`src/bps_pkg.sv`:
```
// package for the backup power supervisor: constants, types
// assumes one 125 MHz clock domain, synchronous active-low reset
package bps_pkg;
	localparam int           BPS_TS_W        = 48;
	localparam int           BPS_ADDR_W      = 4;
	localparam int           BPS_DATA_W      = 32;
	localparam int           BPS_BO_LVL_N    = 6;
	// register offsets (byte addresses)
	localparam logic [3:0]   BPS_OFF_STATUS  = 4'h0;
	localparam logic [3:0]   BPS_OFF_CTRL    = 4'h4;
	localparam logic [3:0]   BPS_OFF_TSDN_LO = 4'h8;
	localparam logic [3:0]   BPS_OFF_TSDN_HI = 4'hC;
	localparam logic [3:0]   BPS_OFF_TSUP_LO = 4'h1;
	localparam logic [3:0]   BPS_OFF_TSUP_HI = 4'h2;
	// status fields
	localparam int           BPS_ST_TPL      = 0;
	localparam int           BPS_ST_BAT2     = 1;
	localparam int           BPS_ST_BAT1     = 2;
	localparam int           BPS_ST_BO       = 3;
	localparam int           BPS_ST_BACKUP   = 4;
	localparam int           BPS_ST_TSDN_V   = 5;
	localparam int           BPS_ST_BUSY     = 6;
	// control fields
	localparam int           BPS_CT_TSE      = 0;
	localparam int           BPS_CT_BACKUP_TEMP_SENSE_ENABLE     = 1;
	localparam int           BPS_CT_TIMESTAMP_CLEAR    = 2;
	localparam int           BPS_CT_BOSEL    = 4;
	localparam logic [2:0]   BPS_BOSEL_RST   = 3'h0;
	localparam logic         BPS_BACKUP_TEMP_SENSE_ENABLE_RST    = 1'b0;
	// battery measurement time
	localparam int           BPS_MEAS_NS     = 1000;
	localparam int           BPS_CLK_NS      = 8;
	localparam int           BPS_MEAS_CYC    = (BPS_MEAS_NS + BPS_CLK_NS - 1) / BPS_CLK_NS;
	localparam logic [7:0]   BPS_MEAS_CNT    = 8'(BPS_MEAS_CYC);
	typedef struct packed {
		logic vdd_lt_bat_m_hys;
		logic vdd_gt_bat_p_hys;
		logic vdd_lt_trip;
		logic vdd_gt_trip_p_hys;
	} bps_cmp_type;
	typedef struct packed {
		logic [BPS_ADDR_W-1:0] addr;
		logic [BPS_DATA_W-1:0] wdata;
		logic                  wr;
		logic                  rd;
	} bps_bus_type;
	typedef enum logic [0:0] {BPS_NORMAL, BPS_BACKUP} bps_mode_type;
endpackage

```
`src/bps_top.sv`:
```
// backup power supervisor: switchover, host gating, timestamps, flags
// assumes comparator outputs asynchronous, time bus from calendar logic
// Functional notes
// - enter backup: below battery-hys and trip
// - leave backup: above battery+hys or trip+hys
// - host interface disabled during backup
// - other functions stay active in backup, except the battery monitor and, unless enabled, temp compensation
// - capture time at first powerdown after a clear and at each powerup
// - keep earliest powerdown, latest powerup stamp
// - stamp held until host clear bit
// - temp compensation in backup only if enabled
// - flag total power loss at power up
// - brownout flag from six selectable levels
// - brownout leaves host interface enabled
// - battery flags at 85 and 75 percent
// - battery monitor idle during backup
// - temp sense enable starts battery measurement
`timescale 1ns/1ps
`default_nettype none
module bps_top import bps_pkg::*; (
	input  wire logic                  clk_in,
	input  wire logic                  nrst_in,
	input  wire logic                  vdd_lt_bat_m_hys_in,
	input  wire logic                  vdd_gt_bat_p_hys_in,
	input  wire logic                  vdd_lt_trip_in,
	input  wire logic                  vdd_gt_trip_p_hys_in,
	input  wire logic [5:0]            vdd_below_level_in,
	input  wire logic                  bat_below85_in,
	input  wire logic                  bat_below75_in,
	input  wire logic                  total_loss_in,
	input  wire logic [BPS_TS_W-1:0]   time_in,
	input  wire logic [BPS_ADDR_W-1:0] addr_in,
	input  wire logic [BPS_DATA_W-1:0] wdata_in,
	input  wire logic                  wr_in,
	input  wire logic                  rd_in,
	output var  logic [BPS_DATA_W-1:0] rdata_out,
	output var  logic                  backup_out,
	output var  logic                  host_enable_out,
	output var  logic                  temp_comp_run_out
);
	bps_cmp_type                       cmp_raw;
	bps_cmp_type                       cmp;
	bps_bus_type                       bus;
	logic [5:0]                        bo_lvl;
	logic [2:0]                        misc_s;
	bps_mode_type                      mode_r;
	bps_mode_type                      mode_nxt;
	logic                              tse_r;
	logic                              backup_temp_sense_enable_r;
	logic [2:0]                        bosel_r;
	logic                              tpl_flag_r;
	logic                              bo_flag_r;
	logic                              tsdn_valid_r;
	logic [BPS_TS_W-1:0]               tsdn_r;
	logic [BPS_TS_W-1:0]               tsup_r;
	logic                              meas_start_r;
	logic                              bat_busy;
	logic                              bat_low1;
	logic                              bat_low2;
	logic                              wr_ok;
	logic                              rd_ok;
	logic                              clr_ts;
	logic [BPS_DATA_W-1:0]             rd_nxt;
	logic [BPS_DATA_W-1:0]             status_v;

	assign cmp_raw = '{vdd_lt_bat_m_hys_in, vdd_gt_bat_p_hys_in, vdd_lt_trip_in, vdd_gt_trip_p_hys_in};
	assign bus     = '{addr_in, wdata_in, wr_in, rd_in};

	bps_sync #(.W(4)) u_sync_cmp (
		.clk_in  (clk_in),
		.nrst_in (nrst_in),
		.d_in    (cmp_raw),
		.q_out   (cmp)
	);
	bps_sync #(.W(6)) u_sync_bo (
		.clk_in  (clk_in),
		.nrst_in (nrst_in),
		.d_in    (vdd_below_level_in),
		.q_out   (bo_lvl)
	);
	bps_sync #(.W(3)) u_sync_misc (
		.clk_in  (clk_in),
		.nrst_in (nrst_in),
		.d_in    ({bat_below85_in, bat_below75_in, total_loss_in}),
		.q_out   (misc_s)
	);

	// switchover decision, evaluated every cycle
	always_comb begin
		mode_nxt = mode_r;
		case (mode_r)
			BPS_NORMAL: begin
				if (cmp.vdd_lt_bat_m_hys && cmp.vdd_lt_trip) begin
					mode_nxt = BPS_BACKUP;
				end
			end
			BPS_BACKUP: begin
				if (cmp.vdd_gt_bat_p_hys || cmp.vdd_gt_trip_p_hys) begin
					mode_nxt = BPS_NORMAL;
				end
			end
			default: mode_nxt = BPS_NORMAL;
		endcase
	end

	always_ff @(posedge clk_in) begin
		if (!nrst_in) begin
			mode_r <= BPS_NORMAL;
		end else begin
			mode_r <= mode_nxt;
		end
	end

	// host access only in normal mode; brownout plays no part
	assign wr_ok  = bus.wr && (mode_r == BPS_NORMAL);
	assign rd_ok  = bus.rd && (mode_r == BPS_NORMAL);
	assign clr_ts = wr_ok && (bus.addr == BPS_OFF_CTRL) && bus.wdata[BPS_CT_TIMESTAMP_CLEAR];

	always_ff @(posedge clk_in) begin
		if (!nrst_in) begin
			tse_r        <= 1'b0;
			backup_temp_sense_enable_r       <= BPS_BACKUP_TEMP_SENSE_ENABLE_RST;
			bosel_r      <= BPS_BOSEL_RST;
			meas_start_r <= 1'b0;
		end else begin
			meas_start_r <= 1'b0;
			if (wr_ok && bus.addr == BPS_OFF_CTRL) begin
				tse_r        <= bus.wdata[BPS_CT_TSE];
				backup_temp_sense_enable_r       <= bus.wdata[BPS_CT_BACKUP_TEMP_SENSE_ENABLE];
				bosel_r      <= bus.wdata[BPS_CT_BOSEL +: 3];
				meas_start_r <= bus.wdata[BPS_CT_TSE];
			end
		end
	end

	// timestamps: set on the switchover wins over a clear
	always_ff @(posedge clk_in) begin
		if (!nrst_in) begin
			tsdn_r       <= '0;
			tsdn_valid_r <= 1'b0;
		end else if (mode_r == BPS_NORMAL && mode_nxt == BPS_BACKUP && (!tsdn_valid_r || clr_ts)) begin
			tsdn_r       <= time_in;
			tsdn_valid_r <= 1'b1;
		end else if (clr_ts) begin
			tsdn_r       <= '0;
			tsdn_valid_r <= 1'b0;
		end
	end

	always_ff @(posedge clk_in) begin
		if (!nrst_in) begin
			tsup_r <= '0;
		end else if (mode_r == BPS_BACKUP && mode_nxt == BPS_NORMAL) begin
			tsup_r <= time_in;
		end else if (clr_ts) begin
			tsup_r <= '0;
		end
	end

	// status flags: hardware set wins over a host clear by writing 0
	always_ff @(posedge clk_in) begin
		if (!nrst_in) begin
			tpl_flag_r <= 1'b0;
			bo_flag_r  <= 1'b0;
		end else begin
			if (misc_s[0]) begin
				tpl_flag_r <= 1'b1;
			end else if (wr_ok && bus.addr == BPS_OFF_STATUS && !bus.wdata[BPS_ST_TPL]) begin
				tpl_flag_r <= 1'b0;
			end
			if (bosel_r < 3'(BPS_BO_LVL_N) && bo_lvl[bosel_r]) begin
				bo_flag_r <= 1'b1;
			end else if (wr_ok && bus.addr == BPS_OFF_STATUS && !bus.wdata[BPS_ST_BO]) begin
				bo_flag_r <= 1'b0;
			end
		end
	end

	bps_batmon u_batmon (
		.clk_in         (clk_in),
		.nrst_in        (nrst_in),
		.start_in       (meas_start_r),
		.backup_in      (mode_r == BPS_BACKUP),
		.below85_in     (misc_s[2]),
		.below75_in     (misc_s[1]),
		.busy_out       (bat_busy),
		.low_first_out  (bat_low1),
		.low_second_out (bat_low2)
	);

	always_comb begin
		status_v = '0;
		status_v[BPS_ST_TPL]    = tpl_flag_r;
		status_v[BPS_ST_BAT2]   = bat_low2;
		status_v[BPS_ST_BAT1]   = bat_low1;
		status_v[BPS_ST_BO]     = bo_flag_r;
		status_v[BPS_ST_BACKUP] = (mode_r == BPS_BACKUP);
		status_v[BPS_ST_TSDN_V] = tsdn_valid_r;
		status_v[BPS_ST_BUSY]   = bat_busy;
	end

	always_comb begin
		rd_nxt = '0;
		case (bus.addr)
			BPS_OFF_STATUS:  rd_nxt = status_v;
			BPS_OFF_CTRL:    rd_nxt = {25'h0000000, bosel_r, 2'h0, backup_temp_sense_enable_r, tse_r};
			BPS_OFF_TSDN_LO: rd_nxt = tsdn_r[31:0];
			BPS_OFF_TSDN_HI: rd_nxt = {16'h0000, tsdn_r[47:32]};
			BPS_OFF_TSUP_LO: rd_nxt = tsup_r[31:0];
			BPS_OFF_TSUP_HI: rd_nxt = {16'h0000, tsup_r[47:32]};
			default:         rd_nxt = '0;
		endcase
	end

	always_ff @(posedge clk_in) begin
		if (!nrst_in) begin
			rdata_out <= '0;
		end else begin
			rdata_out <= rd_ok ? rd_nxt : '0;
		end
	end

	// outputs: other functions keep running, temp only with enable
	always_ff @(posedge clk_in) begin
		if (!nrst_in) begin
			backup_out        <= 1'b0;
			host_enable_out   <= 1'b1;
			temp_comp_run_out <= 1'b1;
		end else begin
			backup_out        <= (mode_nxt == BPS_BACKUP);
			host_enable_out   <= (mode_nxt == BPS_NORMAL);
			temp_comp_run_out <= (mode_nxt == BPS_NORMAL) || backup_temp_sense_enable_r;
		end
	end
endmodule
`default_nettype wire

```
`src/bps_sync.sv`:
```
// two-flop synchroniser for a vector of asynchronous levels
// assumes inputs come from analog comparators outside the clock domain
`timescale 1ns/1ps
`default_nettype none
module bps_sync import bps_pkg::*; #(
	parameter int W = 1
) (
	input  wire logic         clk_in,
	input  wire logic         nrst_in,
	input  wire logic [W-1:0] d_in,
	output var  logic [W-1:0] q_out
);
	logic [W-1:0] meta_r;
	always_ff @(posedge clk_in) begin
		if (!nrst_in) begin
			meta_r <= '0;
			q_out  <= '0;
		end else begin
			meta_r <= d_in;
			q_out  <= meta_r;
		end
	end
endmodule
`default_nettype wire

```
`src/bps_batmon.sv`:
```
// battery level measurement: one run per start pulse
// assumes synchronised level comparator inputs
`timescale 1ns/1ps
`default_nettype none
module bps_batmon import bps_pkg::*; (
	input  wire logic clk_in,
	input  wire logic nrst_in,
	input  wire logic start_in,
	input  wire logic backup_in,
	input  wire logic below85_in,
	input  wire logic below75_in,
	output var  logic busy_out,
	output var  logic low_first_out,
	output var  logic low_second_out
);
	logic [7:0] cnt_r;
	always_ff @(posedge clk_in) begin
		if (!nrst_in) begin
			cnt_r          <= 8'h00;
			busy_out       <= 1'b0;
			low_first_out  <= 1'b0;
			low_second_out <= 1'b0;
		end else if (backup_in) begin
			// monitor stopped in backup, run in progress abandoned, flags kept
			cnt_r    <= 8'h00;
			busy_out <= 1'b0;
		end else if (start_in && !busy_out) begin
			cnt_r    <= BPS_MEAS_CNT;
			busy_out <= 1'b1;
		end else if (busy_out) begin
			if (cnt_r == 8'h01) begin
				busy_out       <= 1'b0;
				low_first_out  <= below85_in || below75_in;
				low_second_out <= below75_in;
			end
			cnt_r <= cnt_r - 8'h01;
		end
	end
endmodule
`default_nettype wire

```
`config.mk`:
```
export PLATFORM = sky130hd
export DESIGN_NAME = bps_top
export DESIGN_NICKNAME = d
export VERILOG_FILES = /design/src/bps_pkg.sv /design/src/bps_top.sv /design/src/bps_sync.sv /design/src/bps_batmon.sv
export SDC_FILE = /design/constraint.sdc
export NUM_CORES = 1
export LEC_CHECK = 0
export BUFFER_PORTS_ARGS = -buffer_cell sky130_fd_sc_hd__buf_2
export CAP_MARGIN = 10
export CELL_PAD_IN_SITES_DETAIL_PLACEMENT = 1
export CELL_PAD_IN_SITES_GLOBAL_PLACEMENT = 1
export CORE_AREA = 2 2 136 138
export DETAILED_ROUTE_END_ITERATION = 12
export DIE_AREA = 0 0 138 140
export GPL_ROUTABILITY_DRIVEN = 0
export PLACE_DENSITY = 0.69
export SLEW_MARGIN = 20
export SYNTH_ARGS = -nofsm -noshare
export SYNTH_HDL_FRONTEND = slang
export SYNTH_HIERARCHICAL = 1
export SYNTH_SLANG_ARGS = --single-unit
```
`constraint.sdc`:
```
create_clock -name clk_in -period 2.95 [get_ports clk_in]
set_clock_uncertainty 0.05 [all_clocks]
set_input_delay 0.4425 -clock clk_in [delete_from_list [all_inputs] [get_ports clk_in]]
set_output_delay 0.4425 -clock clk_in [all_outputs]
set_load 0.01 [all_outputs]
```
**Yosys cells after proc, flatten, opt, wreduce, memory -nomap -nowiden**

Index checks and enable logic that the tools add are counted.

- Logic and storage cells: 89
- Register bits: 177
- Input bits: 101
- Output and inout bits: 35

- Add/sub/neg operators: 1
- Bitwise operators: 4
- Mux-type cells: 20
- Reductions and logical operators: 32
- Order comparisons: 2
- Equality and inequality tests: 6

Operator list:

| cell | number |
|---|---|
| $pmux W32 S6 | 1 |
| $mux W48 | 3 |
| $mux W7 | 2 |
| $logic_and A1 B1 Y1 | 13 |
| $mux W1 | 12 |
| $reduce_bool A2 Y1 | 5 |
| $eq A4 B4 Y1 const B | 2 |
| $eq A8 B1 Y1 const B | 1 |
| $sub A8 B1 Y8 const B | 1 |
| $eq A4 B1 Y1 const B | 1 |
| $eq A4 B2 Y1 const B | 1 |
| $eq A4 B3 Y1 const B | 1 |
| $logic_not A1 Y1 | 4 |
| $logic_not A4 Y1 | 1 |
| $logic_or A1 B1 Y1 | 4 |
| $lt A3 B4 Y1 const B | 1 |
| $not A1 Y1 | 4 |
| $reduce_and A2 Y1 | 2 |
| $reduce_and A4 Y1 | 1 |
| $bmux W1 S3 | 1 |
| $lt A3 B3 Y1 const B | 1 |
| $reduce_or A3 Y1 | 1 |
| $pmux W1 S2 | 1 |
| $reduce_or A2 Y1 | 1 |

**Depth between registers and ports, before layout**

Gate-level depths: netlist of run 1.

- Depth after elaboration: 7
- Mapped depth: 7

**By module**

The synthesis of run 1 kept the hierarchy.

By module, submodules not included:

| module | times used | cells an instance | area an instance (sq um) | sequential area each (sq um) |
|---|---|---|---|---|
| bps_top | 1 | 470 | 5,220.0 | 2,802.7 |
| bps_batmon | 1 | 61 | 571.8 | 220.2 |
| bps_sync at u_sync_bo | 1 | 25 | 336.6 | 240.2 |
| bps_sync at u_sync_cmp | 1 | 16 | 210.2 | 160.2 |
| bps_sync at u_sync_misc | 1 | 12 | 157.7 | 120.1 |

**Worst setup path after synthesis of run 1**

No wires, ideal clock.

- Path type: input to register
- From: input addr_in[3]
- To: register rdata_out[5]
- Setup slack: 0.992 ns
- Setup time: 0.074 ns
- Data arrival time: 1.834 ns
- Cell stages on the path: 7
- Cells stage by stage: buf_6 > or2_4 > maj3_2 > or3_1 > buf_6 > buf_12 > a31oi_2

- Longest elaborated chain between the ends: 2
- Elaborated cells on any way between the ends: 7
- Those cells by class: eq/ne (5); mux (1); reduce/logical (1)

Ends and longest elaborated chain:

| element | line | RTL |
|---|---|---|
| start: declaration | bps_top.sv:32 | `input wire logic [BPS_ADDR_W-1:0] addr_in,` |
| $eq A4 B2 Y1 (tied with other cells) | bps_top.sv:204 | `case (bus.addr)` |
| $pmux W32 S6 (*) | bps_top.sv:204 |  |
| end signal: assignment | bps_top.sv:219 | `rdata_out <= rd_ok ? rd_nxt : '0;` |
| end: declaration | bps_top.sv:36 | `output var logic [BPS_DATA_W-1:0] rdata_out,` |

Every way passes the cells marked *; elsewhere a longest branch is shown, timed or not.
A chain may end at the register's enable or synchronous reset.

==> results_dict.tcl, run 1 <==
set metrics [dict create \
    min_path_type "input pin to flip-flop" \
    status "complete, no violations" \
    finalCritPeriodShare 0.793 \
    max_slew_margin 0.544 \
    cts_setup_buffers 0 \
    hold_violations 0 \
    root_buffer "clkbuf_16" \
    critical-path-max-stage-delay_ns 0.53 \
    wire_per_inst_um 19.2 \
    critPathMaxFanout 48 \
    ys_warn_count 6 \
    cp_num_buf_inv 1 \
    cp_data_arrival_time_ns 2.60 \
    die_area_um2 19300 \
    yosysUniqueCellTypes 59 \
    regArea_um2 3540 \
    initial_core_util 0.365 \
    slowest_stage "nor4b_4" \
    vias 4986 \
    seqPwrFrac 0.500 \
    synth_ff_type "dfxtp_1" \
    drive_gt1_frac 0.274 \
    ys_seq_elements 177 \
    n_fill_cell 1990 \
    grt_pass1_vias 5401 \
    die_h_um 140 \
    avgSynthCellArea_um2 11.1 \
    place_ws_ns 0.356 \
    max-cap-violations 0 \
    cts_buffers 17 \
    synthArstFlopShare 0 \
    swShare 0.232 \
    htree_levels 4 \
    ys_seq_area_frac 0.545 \
    hpwlAfterDp_mm 10.9 \
    clockBufferDepth 2 \
    max_freq_mhz 428 \
    portBuffers 110 \
    fin_area_um2 7780 \
    finalCriticalPeriod_ns 2.34 \
    setup_viol 0 \
    crit_family "simple AND/OR/NAND/NOR gates" \
    hold-worst-slack_ns 0.171 \
    tns_ns 0 \
    die_w_um 138 \
    wl_mm 17.7 \
    antenna_left 0 \
    cts_resized 0 \
    cts_sinks 177 \
    crit_type "flip-flop to flip-flop" \
    nNetsFinal 784 \
    synth_nets 687 \
    grt_use_total 0.186 \
    viasPerCell 5.40 \
    antenna_found_initial 3 \
    clockPowerShare 0.455 \
    io_pins 136 \
    drc 0 \
    overflow 0 \
    clk_pin_slew_ns 0.07 \
    area_delta_synth_final_pct 19.8 \
    pwr-share-comb 0.045 \
    synth_edf_count 0 \
    power.net_switching_mw 1.12 \
    placementRows 49 \
    p_leak_nw 2.96 \
    grt_pass1_wl_mm 28.8 \
    cts_hold_buf 0 \
    first_pass_iters 4 \
    cp.required_ns 3.21 \
    core_area_um2 17800 \
    slew_violations 0 \
    start_kind "flip-flop" \
    fin_util 0.438 \
    peakVddDrop_mv 0.383 \
    internal-power_mw 3.73 \
    setup_slack_ns 0.611 \
    synth_area_um2 6500 \
    worstPathCellList "nor4b_4 > nand3_4 > o221a_2 > buf_4 > a22o_1" \
    multi_input_area_um2 2690 \
    synth_cells 584 \
    clk_latency_ns 0.43 \
    tightest_slew_ns 0.684 \
    rsz0062_at_grt "no" \
    critPathCaptureType "flip-flop" \
    p_per_area_nw_per_um2 624 \
    cts_tree "done" \
    drt-initial-drc-count 213 \
    grt_max_degree 55 \
    placed_cell_area_um2 7200 \
]
power groups by stage:
stage                     clock network (mW)  registers, mW  logic [mW]
final                                   2.21           2.43       0.219
after global routing                    2.38           2.43       0.239
after CTS                               2.28           2.43       0.221
after detailed placement                   0           2.48       0.220
after global placement                     0           2.48       0.214
after floorplan                            0           2.48       0.119
per-layer routing:
| metal | GRT usage | vias up | part of all wire |
|---|---|---|---|
| met5 | 0 | - | 0.00040 |
| met4 | 0.0575 | 2 | 0.013 |
| met3 | 0.0482 | 17 | 0.044 |
| met2 | 0.324 | 115 | 0.51 |
| met1 | 0.228 | 2509 | 0.43 |
| li1 | - | 2343 | - |
cell type report:
type	instances	share of cell area
flip-flops and latches	177	0.455
repair buffers	122	0.0839
clock buffers	20	0.0587
well taps	229	0.0368
inverters	7	0.00338
diodes	1	0.000321
multi-input cells	356	0.346
clock inverters	12	0.0161
cell usage after synthesis (3+ instances only):
master,count,area share
a211oi_1,4,0.0046
a21boi_0,3,0.0035
a21oi_2,9,0.012
a222oi_1,12,0.018
a22o_1,48,0.065
a22oi_1,64,0.074
a311oi_1,4,0.0054
a31oi_1,3,0.0029
and2_1,18,0.017
and2_2,8,0.0092
buf_2,9,0.0069
buf_4,3,0.0035
buf_6,8,0.014
clkbuf_1,22,0.013
dfxtp_1,177,0.55
inv_1,7,0.0040
mux2i_1,11,0.017
mux4_1,4,0.016
nand2_1,25,0.014
nand4b_1,4,0.0054
nor2_1,27,0.016
nor2b_1,56,0.054
nor3_1,7,0.0054
nor3b_1,4,0.0046
o21ai_0,5,0.0039
cell families after synthesis:
family	synth area share
XOR/XNOR	0.00135
multiplexers	0.0366
AO/OA/AOI/OAI	0.206
buffers and inverters	0.0447
flip-flops	0.545
AND/OR/NAND/NOR	0.160
adder cells (fa/ha/maj)	0.00558
cell usage in the layout (no fill, tap or decap), types with 2 or more instances in the layout:
cell and count:
clkinvlp_4 3, nor3b_1 4, nand4b_1 4, o21ai_0 5
nor2b_1 56, a22oi_1 64, nand2_1 25, nor3_1 7
and3_2 2, nand2b_1 2, a21boi_0 3, mux2i_1 11
a222oi_1 12, nor2_1 27, a311oi_1 4, buf_2 110
or2_2 2, a22o_1 48, a211oi_1 4, inv_6 2
o2bb2ai_1 2, buf_4 11, clkbuf_8 2, and2_2 8
nand3_1 2, a21oi_2 9, dfxtp_1 177, a31oi_2 2
inv_1 7, mux4_1 4, ha_1 2, clkbuf_16 17
nor4_4 2, a31oi_1 3, clkinv_4 5, and2_1 18
registers in the layout, indices dropped and copies added, names as in the netlist, 3 cells and up:
| name | flops |
|---|---|
| tsdn_r | 48 |
| tsup_r | 48 |
| rdata_out | 32 |
| u_batmon/cnt_r | 8 |
| u_sync_bo/meta_r | 6 |
| u_sync_bo/q_out | 6 |
| u_sync_cmp/meta_r | 4 |
| u_sync_cmp/q_out | 4 |
| bosel_r | 3 |
| u_sync_misc/meta_r | 3 |
| u_sync_misc/q_out | 3 |
final timing paths:
check	start	endpoint	slack, ns	depth (start not counted)
worst max-delay path	backup_out$_SDFF_PN0_	tsdn_r[46]$_SDFFE_PN0P_	0.61	5
worst min-delay path	bat_below85_in	u_sync_misc/meta_r[2]$_SDFF_PN0_	0.17	2
worst max register to register	backup_out$_SDFF_PN0_	tsdn_r[46]$_SDFFE_PN0P_	0.61	5
worst min register to register	u_sync_cmp/meta_r[2]$_SDFF_PN0_	u_sync_cmp/q_out[2]$_SDFF_PN0_	0.38	1
metrics by stage:
| step | total power, mW | cells |
|---|---|---|
| 2_1_floorplan | 2.60 | 584 |
| 3_3_place_gp | 2.70 | 891 |
| 3_5_place_dp | 2.70 | 891 |
| 4_1_cts | 4.93 | 923 |
| 5_1_grt | 5.05 | 924 |
| 6_report | 4.86 | 924 |
(Power assumes the default switching activity.)
==> run 2, diff against run 1 <==
clock period = 2.3 ns   (was 2.95 ns; I/O delays follow)
==> run 2 against run 1 <==
  * Hold slack got worse by 0.10 ns
  * Final cell count rose by 0.43%
  * Sequential power up 28%
  * Global-route usage down 0.28 points
  * Final area rose by 1.2%
  * Utilization up 0.52 points
  * Clock power is 29% higher
==> results_dict.tcl, run 2 (synthesized netlist as in run 1, its figures left out) <==
set metrics [dict create \
    cts_sinks 177 \
    setup_slack_ns 0.420 \
    cts_hold_buf 0 \
    finalCriticalPeriod_ns 1.88 \
    tns_ns 0 \
    drive_gt1_frac 0.280 \
    place_ws_ns 0.250 \
    rsz0062_at_grt "no" \
    overflow 0 \
    timing.critical_path.to "tsdn_r[10]$_SDFFE_PN0P_" \
    placementRows 49 \
    viasPerCell 5.34 \
    grt_pass1_vias 5394 \
    clockBufferDepth 2 \
    antenna_left 0 \
    n_fill_cell 1972 \
    vias 4956 \
    fin_area_um2 7880 \
    p_per_area_nw_per_um2 796 \
    layout_commonest_cell "dfxtp_1" \
    initial_core_util 0.365 \
    clk_latency_ns 0.43 \
    cts_buffers 17 \
    finalCritPeriodShare 0.817 \
    min_path_type "input pin to flip-flop" \
    diodes 0 \
    root_buffer "clkbuf_16" \
    grt_max_degree 49 \
    timing.rr.end "tsdn_r[10]$_SDFFE_PN0P_" \
    placed_cell_area_um2 7300 \
    hold_violations 0 \
    start_kind "flip-flop" \
    max_slew_margin 0.614 \
    grt_use_total 0.184 \
    reg2reg_depth 5 \
    die_w_um 138 \
    tightest_slew_ns 0.579 \
    reg_top3 "tsdn_r (48), tsup_r (48), rdata_out (32)" \
    cts_resized 0 \
    crit_type "flip-flop to flip-flop" \
    cts_setup_buffers 0 \
    portBuffers 110 \
    p_leak_nw 3.00 \
    area_delta_synth_final_pct 21.3 \
    peakVddDrop_mv 0.573 \
    max_freq_mhz 532 \
    first_pass_iters 5 \
    status "complete, no violations" \
    antenna_found_initial 0 \
    critPathCaptureType "flip-flop" \
    setup_viol 0 \
    die_area_um2 19300 \
    rrSetupSlack_ns 0.42 \
    critPathMaxFanout 48 \
    max-cap-violations 0 \
    layout_common_cells "dfxtp_1, buf_2, a22oi_1" \
    core_area_um2 17800 \
    die_h_um 140 \
    nNetsFinal 789 \
    cp_data_arrival_time_ns 2.14 \
    cts_tree "done" \
    slew_violations 0 \
    grt_pass1_wl_mm 28.3 \
    clk_pin_slew_ns 0.07 \
    critPathLaunch "backup_out$_SDFF_PN0_" \
    hpwlAfterDp_mm 11.2 \
    wl_mm 17.7 \
    htree_levels 4 \
    io_pins 136 \
    cp.required_ns 2.56 \
    wire_per_inst_um 19.1 \
    r2r-start "backup_out$_SDFF_PN0_" \
    drt-initial-drc-count 261 \
    drc 0 \
]
==> run 2: cell types whose count changed in the layout (fill, tap and decap cells not counted), sizes merged <==
cell / previous run / this run
clkinvlp: 3 / 4
clkbuf: 20 / 17
inv: 10 / 15
clkinv: 5 / 2
buf: 122 / 127
diode: 1 / 0
==> run 2: cell type report <==
type                            count  area [um^2]  area share
Tap cell                          229          287      0.0364
Clock inverter                     15          151      0.0192
Sequential cell                   177         3540       0.450
Timing Repair Buffer              127          753      0.0956
Inverter                            7         26.3     0.00334
Clock buffer                       17          425      0.0540
Multi-Input combinational cell    356         2690       0.342
==> run 2: report_power, final <==
| part | leakage (nW) | switching, mW | internal (mW) |
|---|---|---|---|
| sequential | 1.43 | 0.0176 | 3.10 |
| combinational | 1.30 | 0.170 | 0.127 |
| clock | 0.273 | 1.32 | 1.53 |
| total | 3.00 | 1.51 | 4.76 |
==> run 2: worst min path at each step <==
stage	startpoint	endpoint	slack (ns)	cells after the start
6_report	vdd_gt_trip_p_hys_in	u_sync_cmp/meta_r[0]$_SDFF_PN0_	0.07	2
5_1_grt	bat_below85_in	u_sync_misc/meta_r[2]$_SDFF_PN0_	0.07	2
4_1_cts	vdd_gt_trip_p_hys_in	u_sync_cmp/meta_r[0]$_SDFF_PN0_	0.06	2
3_5_place_dp	u_sync_cmp/meta_r[2]$_SDFF_PN0_	u_sync_cmp/q_out[2]$_SDFF_PN0_	0.37	1
3_3_place_gp	u_sync_misc/meta_r[1]$_SDFF_PN0_	u_sync_misc/q_out[1]$_SDFF_PN0_	0.36	1
2_1_floorplan	u_sync_cmp/meta_r[2]$_SDFF_PN0_	u_sync_cmp/q_out[2]$_SDFF_PN0_	0.36	1
==> run 2: critical path, cell delays in order, from the launching register on <==
cell and delay [ns]:
dfxtp_1 0.44, nor4b_4 0.37, nand3_4 0.11, o221a_2 0.30, buf_12 0.21, a22o_1 0.27
==> run 2: through the flow <==
step / power [mW] / instances / utilization / hold WS [ns]
2_1_floorplan: 3.33 / 584 / - / 0.356
3_3_place_gp: 3.47 / 896 / 0.411 / 0.362
3_5_place_dp: 3.48 / 896 / 0.411 / 0.366
4_1_cts: 6.32 / 928 / 0.443 / 0.0561
5_1_grt: 6.48 / 928 / 0.443 / 0.0689
6_report: 6.27 / 928 / 0.443 / 0.0705
==> run 2: metal layers <==
metal / vias up / part of all wire / global-route usage
li1: 2349 / - / -
met5: - / 0 / 0
met1: 2458 / 0.44 / 0.223
met4: 0 / 0.014 / 0.0602
met3: 21 / 0.048 / 0.0410
met2: 128 / 0.50 / 0.324
